--- src/logic/pscl_pkg.sv ---
// constants, register map and shared types of the power-saving control block
// assumes a single 100 MHz clock and an AXI4-Lite master on the register side
package pscl_pkg;

	localparam int unsigned AXI_ADDR_W = 8;

	// register byte addresses
	localparam logic [7:0] ADDR_WAKE_CTRL  = 8'h00;
	localparam logic [7:0] ADDR_RESET_CTRL = 8'h04;
	localparam logic [7:0] ADDR_CLK_DIV    = 8'h08;
	localparam logic [7:0] ADDR_STATUS     = 8'h0c;

	// pin_discharge_wake_control fields
	localparam int unsigned WK_EN_BIT   = 15;
	localparam int unsigned WK_IDLE_BIT = 13;
	localparam int unsigned WK_SINK_BIT = 8;
	// reset_control_register fields
	localparam int unsigned LVR_EN_BIT  = 12;
	localparam int unsigned PM_SEL_BIT  = 8;
	// clock_divider_register fields
	localparam int unsigned RECOVER_BIT = 15;
	localparam int unsigned RATIO_LSB   = 12;
	localparam int unsigned DOZE_EN_BIT = 11;
	// status fields
	localparam int unsigned ST_FLAG_BIT  = 0;
	localparam int unsigned ST_MODE_LSB  = 1;
	localparam int unsigned ST_DOZE_BIT  = 3;
	localparam int unsigned ST_READY_BIT = 4;

	// reset values
	localparam logic [2:0] RATIO_RST = 3'h0;
	localparam logic       BIT_RST   = 1'b0;

	localparam logic [1:0] RESP_OKAY   = 2'h0;
	localparam logic [1:0] RESP_SLVERR = 2'h2;

	// wake latencies, least times, rounded up to cycles
	localparam int unsigned CLK_PERIOD_NS = 10;
	localparam int unsigned FAST_WAKE_NS  = 100;
	localparam int unsigned STBY_WAKE_NS  = 500;
	localparam int unsigned LOWV_WAKE_NS  = 2000;
	localparam int unsigned DEEP_WAKE_NS  = 10000;
	localparam int unsigned FAST_WAKE_CYC = (FAST_WAKE_NS + CLK_PERIOD_NS - 1) / CLK_PERIOD_NS;
	localparam int unsigned STBY_WAKE_CYC = (STBY_WAKE_NS + CLK_PERIOD_NS - 1) / CLK_PERIOD_NS;
	localparam int unsigned LOWV_WAKE_CYC = (LOWV_WAKE_NS + CLK_PERIOD_NS - 1) / CLK_PERIOD_NS;
	localparam int unsigned DEEP_WAKE_CYC = (DEEP_WAKE_NS + CLK_PERIOD_NS - 1) / CLK_PERIOD_NS;

	typedef enum logic [1:0] {REG_FULL, REG_STANDBY, REG_LOWV, REG_OFF} pscl_reg_e;
	typedef enum logic [1:0] {PWR_RUN, PWR_SLEEP, PWR_DEEP, PWR_WAKE} pscl_pwr_e;

endpackage

--- src/logic/pscl_doze_if.sv ---
// doze control between the register block and the cpu clock divider
// assumes both ends run on the same clock
interface pscl_doze_if;
	logic       doze_en;
	logic [2:0] ratio;
	logic       rec_on_irq;
	logic       irq;
	logic       run;
	logic       cpu_en;
	logic       recover;

	modport ctrl (output doze_en, output ratio, output rec_on_irq, output irq, output run,
		input cpu_en, input recover);
	modport div  (input doze_en, input ratio, input rec_on_irq, input irq, input run,
		output cpu_en, output recover);
endinterface

--- src/logic/pscl_top.sv ---
// power-saving control: discharge wake detector, sleep regulator mode, doze
// assumes AXI4-Lite master with one write and one read in flight at most
//
// Design decisions made here: the register addresses and the AXI4-Lite register port.
module pscl_top
	import pscl_pkg::*;
(
	input  wire logic                  clk_in,
	input  wire logic                  rstn_in,
	input  wire logic [AXI_ADDR_W-1:0] s_axi_awaddr_in,
	input  wire logic                  s_axi_awvalid_in,
	output logic                       s_axi_awready_out,
	input  wire logic [31:0]           s_axi_wdata_in,
	input  wire logic [3:0]            s_axi_wstrb_in,
	input  wire logic                  s_axi_wvalid_in,
	output logic                       s_axi_wready_out,
	output logic [1:0]                 s_axi_bresp_out,
	output logic                       s_axi_bvalid_out,
	input  wire logic                  s_axi_bready_in,
	input  wire logic [AXI_ADDR_W-1:0] s_axi_araddr_in,
	input  wire logic                  s_axi_arvalid_in,
	output logic                       s_axi_arready_out,
	output logic [31:0]                s_axi_rdata_out,
	output logic [1:0]                 s_axi_rresp_out,
	output logic                       s_axi_rvalid_out,
	input  wire logic                  s_axi_rready_in,
	input  wire logic                  sleep_cmd_in,
	input  wire logic                  deep_sleep_sel_in,
	input  wire logic                  idle_in,
	input  wire logic                  wake_event_in,
	input  wire logic                  irq_in,
	input  wire logic                  wake_sense_pin_in,
	input  wire logic                  low_voltage_regulator_fuse_in,
	output logic                       discharge_sink_out,
	output logic                       discharge_wake_irq_flag_out,
	output logic                       main_reg_full_out,
	output logic                       main_reg_standby_out,
	output logic                       lowv_reg_enable_out,
	output logic                       lowv_reg_supply_out,
	output logic                       core_ready_out,
	output logic                       cpu_clk_en_out
);

	typedef struct packed {
		logic                  aw_have;
		logic [AXI_ADDR_W-1:0] aw_addr;
		logic                  w_have;
		logic [31:0]           w_data;
		logic [3:0]            w_strb;
		logic                  awready;
		logic                  wready;
		logic                  bvalid;
		logic [1:0]            bresp;
		logic                  arready;
		logic                  rvalid;
		logic [1:0]            rresp;
		logic [31:0]           rdata;
		logic                  wk_en;
		logic                  wk_idle_stop;
		logic                  wk_sink;
		logic                  lvr_en;
		logic                  pm_sel;
		logic                  rec_on_irq;
		logic [2:0]            doze_ratio;
		logic                  doze_en;
		logic                  wake_flag;
		pscl_pwr_e             pwr;
		pscl_reg_e             sleep_mode;
		logic [11:0]           cnt;
		logic                  detector_on;
		logic                  sink_en;
		logic                  hv_full;
		logic                  hv_standby;
		logic                  lv_enable;
		logic                  lv_supply;
		logic                  core_ready;
	} pscl_state_s;

	pscl_state_s s_r;
	pscl_state_s s_nxt;
	pscl_doze_if dz ();
	logic        trip;
	logic        wr_fire;

	pscl_doze_div u_doze (
		.clk_in  (clk_in),
		.rstn_in (rstn_in),
		.dz      (dz)
	);

	function automatic logic addr_ok(input logic [AXI_ADDR_W-1:0] a);
		return a == ADDR_WAKE_CTRL || a == ADDR_RESET_CTRL || a == ADDR_CLK_DIV
			|| a == ADDR_STATUS;
	endfunction

	// low-voltage wins only with fuse clear, enable set and mode bit clear
	function automatic pscl_reg_e mode_sel(input logic fuse, input logic lvr, input logic pm);
		if (pm) begin
			return REG_FULL;
		end else if (!fuse && lvr) begin
			return REG_LOWV;
		end else begin
			return REG_STANDBY;
		end
	endfunction

	function automatic logic [11:0] wake_lat(input pscl_reg_e m);
		case (m)
			REG_FULL:    return 12'(FAST_WAKE_CYC);
			REG_STANDBY: return 12'(STBY_WAKE_CYC);
			REG_LOWV:    return 12'(LOWV_WAKE_CYC);
			default:     return 12'(DEEP_WAKE_CYC);
		endcase
	endfunction

	function automatic logic [31:0] rd_word(input pscl_state_s s, input logic [7:0] a);
		logic [31:0] v;
		v = 32'h0000_0000;
		case (a)
			ADDR_WAKE_CTRL: begin
				v[WK_EN_BIT]   = s.wk_en;
				v[WK_IDLE_BIT] = s.wk_idle_stop;
				v[WK_SINK_BIT] = s.wk_sink;
			end
			ADDR_RESET_CTRL: begin
				v[LVR_EN_BIT] = s.lvr_en;
				v[PM_SEL_BIT] = s.pm_sel;
			end
			ADDR_CLK_DIV: begin
				v[RECOVER_BIT]              = s.rec_on_irq;
				v[RATIO_LSB+2:RATIO_LSB]    = s.doze_ratio;
				v[DOZE_EN_BIT]              = s.doze_en;
			end
			ADDR_STATUS: begin
				v[ST_FLAG_BIT]              = s.wake_flag;
				v[ST_MODE_LSB+1:ST_MODE_LSB] = s.sleep_mode;
				v[ST_DOZE_BIT]              = s.doze_en & s.core_ready;
				v[ST_READY_BIT]             = s.core_ready;
			end
			default: v = 32'h0000_0000;
		endcase
		return v;
	endfunction

	assign trip    = s_r.detector_on & ~wake_sense_pin_in;
	assign wr_fire = s_r.aw_have & s_r.w_have & ~s_r.bvalid;

	assign dz.doze_en = s_r.doze_en;
	assign dz.ratio   = s_r.doze_ratio;
	assign dz.rec_on_irq = s_r.rec_on_irq;
	assign dz.irq     = irq_in;
	assign dz.run     = s_r.pwr == PWR_RUN;

	always_comb begin
		s_nxt = s_r;
		// write channel: address and data taken in either order
		if (s_axi_awvalid_in && s_r.awready) begin
			s_nxt.aw_have = 1'b1;
			s_nxt.aw_addr = s_axi_awaddr_in;
		end
		if (s_axi_wvalid_in && s_r.wready) begin
			s_nxt.w_have = 1'b1;
			s_nxt.w_data = s_axi_wdata_in;
			s_nxt.w_strb = s_axi_wstrb_in;
		end
		if (s_r.bvalid && s_axi_bready_in) begin
			s_nxt.bvalid = 1'b0;
		end
		// hardware clear of doze first so a software write in the same cycle wins
		if (dz.recover) begin
			s_nxt.doze_en = 1'b0;
		end
		if (wr_fire) begin
			s_nxt.aw_have = 1'b0;
			s_nxt.w_have  = 1'b0;
			s_nxt.bvalid  = 1'b1;
			s_nxt.bresp   = addr_ok(s_r.aw_addr) ? RESP_OKAY : RESP_SLVERR;
			// every field sits in byte lane 1; lane 0 holds only the status flag
			if (s_r.aw_addr == ADDR_WAKE_CTRL && s_r.w_strb[1]) begin
				s_nxt.wk_en        = s_r.w_data[WK_EN_BIT];
				s_nxt.wk_idle_stop = s_r.w_data[WK_IDLE_BIT];
				s_nxt.wk_sink      = s_r.w_data[WK_SINK_BIT];
			end
			if (s_r.aw_addr == ADDR_RESET_CTRL && s_r.w_strb[1]) begin
				s_nxt.lvr_en = s_r.w_data[LVR_EN_BIT];
				s_nxt.pm_sel = s_r.w_data[PM_SEL_BIT];
			end
			if (s_r.aw_addr == ADDR_CLK_DIV && s_r.w_strb[1]) begin
				s_nxt.rec_on_irq = s_r.w_data[RECOVER_BIT];
				s_nxt.doze_ratio = s_r.w_data[RATIO_LSB+2:RATIO_LSB];
				s_nxt.doze_en    = s_r.w_data[DOZE_EN_BIT];
			end
			if (s_r.aw_addr == ADDR_STATUS && s_r.w_strb[0] && s_r.w_data[ST_FLAG_BIT]) begin
				s_nxt.wake_flag = 1'b0;
			end
		end
		s_nxt.awready = ~s_nxt.aw_have & ~s_nxt.bvalid;
		s_nxt.wready  = ~s_nxt.w_have & ~s_nxt.bvalid;
		// read channel: one cycle from address to data
		if (s_r.rvalid && s_axi_rready_in) begin
			s_nxt.rvalid = 1'b0;
		end
		if (s_axi_arvalid_in && s_r.arready) begin
			s_nxt.rvalid = 1'b1;
			s_nxt.rdata  = rd_word(s_r, s_axi_araddr_in);
			s_nxt.rresp  = addr_ok(s_axi_araddr_in) ? RESP_OKAY : RESP_SLVERR;
		end
		s_nxt.arready = ~s_nxt.rvalid;
		// power sequence
		case (s_r.pwr)
			PWR_RUN: begin
				if (sleep_cmd_in) begin
					s_nxt.pwr        = deep_sleep_sel_in ? PWR_DEEP : PWR_SLEEP;
					s_nxt.sleep_mode = deep_sleep_sel_in ? REG_OFF
						: mode_sel(low_voltage_regulator_fuse_in, s_r.lvr_en, s_r.pm_sel);
				end
			end
			PWR_SLEEP: begin
				if (trip || wake_event_in) begin
					s_nxt.pwr = PWR_WAKE;
					s_nxt.cnt = wake_lat(s_r.sleep_mode) - 12'h001;
				end
			end
			PWR_DEEP: begin
				if (wake_event_in) begin
					s_nxt.pwr = PWR_WAKE;
					s_nxt.cnt = wake_lat(REG_OFF) - 12'h001;
				end
			end
			PWR_WAKE: begin
				if (s_r.cnt == 12'h000) begin
					s_nxt.pwr = PWR_RUN;
				end else begin
					s_nxt.cnt = s_r.cnt - 12'h001;
				end
			end
			default: s_nxt.pwr = PWR_RUN;
		endcase
		// set wins over the software clear above
		if (s_r.pwr == PWR_SLEEP && trip) begin
			s_nxt.wake_flag = 1'b1;
		end
		s_nxt.detector_on = s_nxt.wk_en & ~(s_nxt.wk_idle_stop & idle_in);
		s_nxt.sink_en     = s_nxt.detector_on & s_nxt.wk_sink;
		// regulator drive from the coming state; wake ramps the main regulator back
		s_nxt.lv_enable  = ~low_voltage_regulator_fuse_in & s_nxt.lvr_en;
		s_nxt.hv_full    = 1'b1;
		s_nxt.hv_standby = 1'b0;
		s_nxt.lv_supply  = 1'b0;
		if (s_nxt.pwr == PWR_SLEEP) begin
			s_nxt.hv_full    = s_nxt.sleep_mode == REG_FULL;
			s_nxt.hv_standby = s_nxt.sleep_mode == REG_STANDBY;
			s_nxt.lv_supply  = s_nxt.sleep_mode == REG_LOWV;
			s_nxt.lv_enable  = s_nxt.lv_enable & (s_nxt.sleep_mode == REG_LOWV);
		end else if (s_nxt.pwr == PWR_DEEP) begin
			s_nxt.hv_full   = 1'b0;
			s_nxt.lv_enable = 1'b0;
		end
		s_nxt.core_ready = s_nxt.pwr == PWR_RUN;
	end

	always_ff @(posedge clk_in or negedge rstn_in) begin
		if (!rstn_in) begin
			s_r            <= '0;
			s_r.doze_ratio <= RATIO_RST;
			s_r.rec_on_irq <= BIT_RST;
			s_r.awready    <= 1'b1;
			s_r.wready     <= 1'b1;
			s_r.arready    <= 1'b1;
			s_r.hv_full    <= 1'b1;
			s_r.core_ready <= 1'b1;
		end else begin
			s_r <= s_nxt;
		end
	end

	assign s_axi_awready_out           = s_r.awready;
	assign s_axi_wready_out            = s_r.wready;
	assign s_axi_bresp_out             = s_r.bresp;
	assign s_axi_bvalid_out            = s_r.bvalid;
	assign s_axi_arready_out           = s_r.arready;
	assign s_axi_rdata_out             = s_r.rdata;
	assign s_axi_rresp_out             = s_r.rresp;
	assign s_axi_rvalid_out            = s_r.rvalid;
	assign discharge_sink_out          = s_r.sink_en;
	assign discharge_wake_irq_flag_out = s_r.wake_flag;
	assign main_reg_full_out           = s_r.hv_full;
	assign main_reg_standby_out        = s_r.hv_standby;
	assign lowv_reg_enable_out         = s_r.lv_enable;
	assign lowv_reg_supply_out         = s_r.lv_supply;
	assign core_ready_out              = s_r.core_ready;
	assign cpu_clk_en_out              = dz.cpu_en;

	// helper: cycles spent in the wake state
	logic [11:0] wake_cyc_r;
	always_ff @(posedge clk_in or negedge rstn_in) begin
		if (!rstn_in) begin
			wake_cyc_r <= 12'h000;
		end else begin
			wake_cyc_r <= (s_r.pwr == PWR_WAKE) ? wake_cyc_r + 12'h001 : 12'h000;
		end
	end
endmodule

--- src/logic/pscl_doze_div.sv ---
// cpu clock-enable divider for doze mode
// assumes the peripheral clock is the module clock and never gated here
module pscl_doze_div
	import pscl_pkg::*;
(
	input  wire logic clk_in,
	input  wire logic rstn_in,
	pscl_doze_if.div  dz
);

	typedef struct packed {
		logic [6:0] cnt;
		logic       cpu_en;
		logic       recover;
	} pscl_dz_s;

	pscl_dz_s d_r;
	pscl_dz_s d_nxt;
	logic     dozing;

	function automatic logic [6:0] ratio_mask(input logic [2:0] r);
		logic [7:0] m;
		m = (8'h01 << r) - 8'h01;
		return m[6:0];
	endfunction

	assign dozing = dz.doze_en & dz.run;

	always_comb begin
		d_nxt = d_r;
		// phase counter on the peripheral clock runs only while dozing in Run and clears to zero otherwise
		d_nxt.cnt = dozing ? d_r.cnt + 7'h01 : 7'h00;
		// only the cpu enable is divided, peripherals keep every edge
		d_nxt.cpu_en = dz.run & (~dozing | ((d_nxt.cnt & ratio_mask(dz.ratio)) == 7'h00));
		d_nxt.recover = dz.doze_en & dz.rec_on_irq & dz.irq;
	end

	always_ff @(posedge clk_in or negedge rstn_in) begin
		if (!rstn_in) begin
			d_r <= '0;
		end else begin
			d_r <= d_nxt;
		end
	end

	assign dz.cpu_en  = d_r.cpu_en;
	assign dz.recover = d_r.recover;
endmodule

--- config.mk ---
export PLATFORM = sky130hd
export DESIGN_NAME = pscl_top
export DESIGN_NICKNAME = d
export VERILOG_FILES = /design/src/logic/pscl_pkg.sv /design/src/logic/pscl_doze_if.sv /design/src/logic/pscl_top.sv /design/src/logic/pscl_doze_div.sv
export SDC_FILE = /design/constraint.sdc
export NUM_CORES = 1
export LEC_CHECK = 0
export BUFFER_PORTS_ARGS = -buffer_cell sky130_fd_sc_hd__buf_2
export CORE_MARGIN = 4
export CORE_UTILIZATION = 55
export CTS_CLUSTER_SIZE = 10
export DETAILED_ROUTE_END_ITERATION = 6
export GPL_TIMING_DRIVEN = 0
export PLACE_DENSITY = 0.91
export SLEW_MARGIN = 20
export SYNTH_ARGS = -nofsm -noshare
export SYNTH_HDL_FRONTEND = slang
export SYNTH_SLANG_ARGS = --single-unit
--- constraint.sdc ---
create_clock -name clk_in -period 7 [get_ports clk_in]
set_input_delay 0.7 -clock clk_in [delete_from_list [all_inputs] [get_ports clk_in]]
set_output_delay 0.7 -clock clk_in [all_outputs]
set_load 0.02 [all_outputs]
==> metrics <==
Die Height 92.7 um; Worst Hold Class in -> async; drt initial violations 231; synth warn 0; Max Fclk 0.299 GHz; final hold violations 0; GRT Total Usage 0.214; core area 6870 um^2; Mapped Area 3950 um^2; Max Buffers Root-to-Sink 2; CTS clk-pin slew, worst paths 0.08 ns; fin. max-slew vios 0; # nets final 539; Worst EP arrival 3.64 ns; CTS root buf clkbuf_8; hold_buf cts 0; Slew HR 0.330; Placed Instances 555; I/O pin total 115; Initial Util 0.574; count leader, synth dfrtp_1; H-tree depth 3; PD cells 278 nW/um^2; wire length per cell 15.0 um; Routed WL 8550 um; delay of the slowest critical-path stage 0.49 ns; num rows 30; clock tree sinks 80; Detailed Place HPWL 6470 um; first-pass GRT wire length 14400 um; Tmin final 3.35 ns; non-filler cells, final 571; RSZ-0062 raised after global routing false; synth cell count leaders 75 x dfrtp_1, 36 x buf_4, 32 x nor2_1; Post-DP Area 4490 um^2; Final Instance Area 4660 um^2; cell taking the most area after synthesis dfrtp_1; leak pwr 2.27 nW; Core Util, Final 0.678; crit-path max FO 10; grt ovf 0; postcts setup bufs 0; I/O Buffers 63; Crit Path Class reg -> reg; largest net degree at the start of global routing 42; Avg Cell Area, Syn 10.6 um^2; post-place setup slack 3.68 ns; Post-synth EDFFs 0; share of layout cells above drive strength 1 0.337; final setup vio count 0; VDD IR-drop max 0.246 mV; Synth Instances 373; TritonCTS Buffers 9; Synth top area share 0.476; die area 8590 um^2; Routed Antenna Nets 0; startpoint types flop; Slowest-stage cell, CP or3b_2; worst hold slack 0.318 ns; Setup TNS Final 0 ns; Synth Flop Type dfrtp_1; Synth cell types 54; vias in the first global route 3067; Tcrit/Tclk final 0.479; ant diodes 0; GPL Wtd Cong 0.890; DRT Pass-1 Iters 4; Slew @ Worst Pin 0.991 ns; largest cells by area after synthesis dfrtp_1 48%, mux2_2 8.0%, buf_4 6.8%, dfstp_2 3.3%, nor2_1 3.0%; Clk Latency, worst-skew pair 0.35 ns; CTS tree yes; CP Cell Sequence clkbuf_1, nand2_1, o21ai_0, ha_1, or3b_2, or3_1, or2_2, o41ai_1, a22o_1; CP endpoint kind flop; drt drc 0; Max-Cap Viols 0; outcome complete, no violations; die width 92.7 um; Synth Register Bits 80; Worst Setup Slack, final 3.65 ns; initial antenna violation count 0; Worst Path Required 7.29 ns; Layout area overhead 18.1%; Design Power 1.30 mW; sequential fraction of the synthesis area 0.509; Via density 5.31; post-synthesis async set-or-reset flop share 1.00; Gates resized, CTS repair 0; Worst Skew 0.00420 ns; vias post-DR 3030
==> layer usage <==
metal  track usage  vias up  part of all wire
met5             0        -                 0
met4        0.0891        0             0.024
met3        0.0609       20             0.090
met2         0.357      131              0.49
met1         0.262     1431              0.39
li1              -     1448                 -
==> cells by family after synthesis <==
kind of cell,synth area share
other,0.000950
buffers and inverters,0.0938
adders and majority gates,0.00951
muxes,0.0900
AOI/OAI and AO/OA,0.110
and+or+nand+nor,0.165
DFF,0.509
xor gates and xnor gates,0.0222
==> power breakdown <==
part / internal, mW / switching (mW)
combinational: 0.163 / 0.174
clock: 0.128 / 0.169
sequential: 0.574 / 0.0905
==> layout make-up <==
cell class	count	area, um^2
Fill cell	527	2210
Sequential cell	80	2010
Multi-Input combinational cell	255	1650
Timing Repair Buffer	64	338
Buffer	48	325
Clock buffer	9	124
Tap cell	96	120
Clock inverter	7	48.8
Inverter	12	45.0
==> worst paths after layout <==
path / slack, ns / from / cells after the start / end
max in group asynchronous: 6.02 / rstn_in / 2 / core_ready_out
hold reg to reg: 0.44 / s_r[111] / 1 / s_axi_wready_out
hold / removal: 0.32 / rstn_in / 1 / s_r[120]
setup reg to reg: 3.65 / s_r[21] / 9 / s_r[17]
min in group clk_in: 0.44 / s_r[111] / 1 / s_axi_wready_out
setup / recovery: 3.65 / s_r[21] / 9 / s_r[17]
==> layout by cell type (no fill, tap or decap), types with 8 or more instances in the layout <==
cell type / netlist / routed
buf_4: 36 / 37
clkbuf_1: 9 / 9
nor3_1: 12 / 12
buf_2: 2 / 64
o21ai_0: 15 / 15
conb_1: 1 / 23
nor2_1: 32 / 32
a21oi_1: 9 / 9
inv_1: 12 / 12
nand3_1: 8 / 8
mux2_2: 28 / 28
clkbuf_8: 0 / 9
nand2_1: 30 / 30
dfrtp_1: 75 / 75
==> flip-flops by register name, summed over array words and instances, names as in the netlist, 3 cells and up <==
signal and flops:
s_axi_rdata_out 11, dz.ratio 3, u_doze.d_r 7, s_r 41
==> critical path, delay by kind of cell, from the launching register on <==
kind	cells	cell delay, ns
simple gates	4	1.48
compound gates	3	0.65
flops	1	0.43
buf+inv	1	0.43
fa+ha+maj	1	0.29
Power figures use the tool's default switching activity.
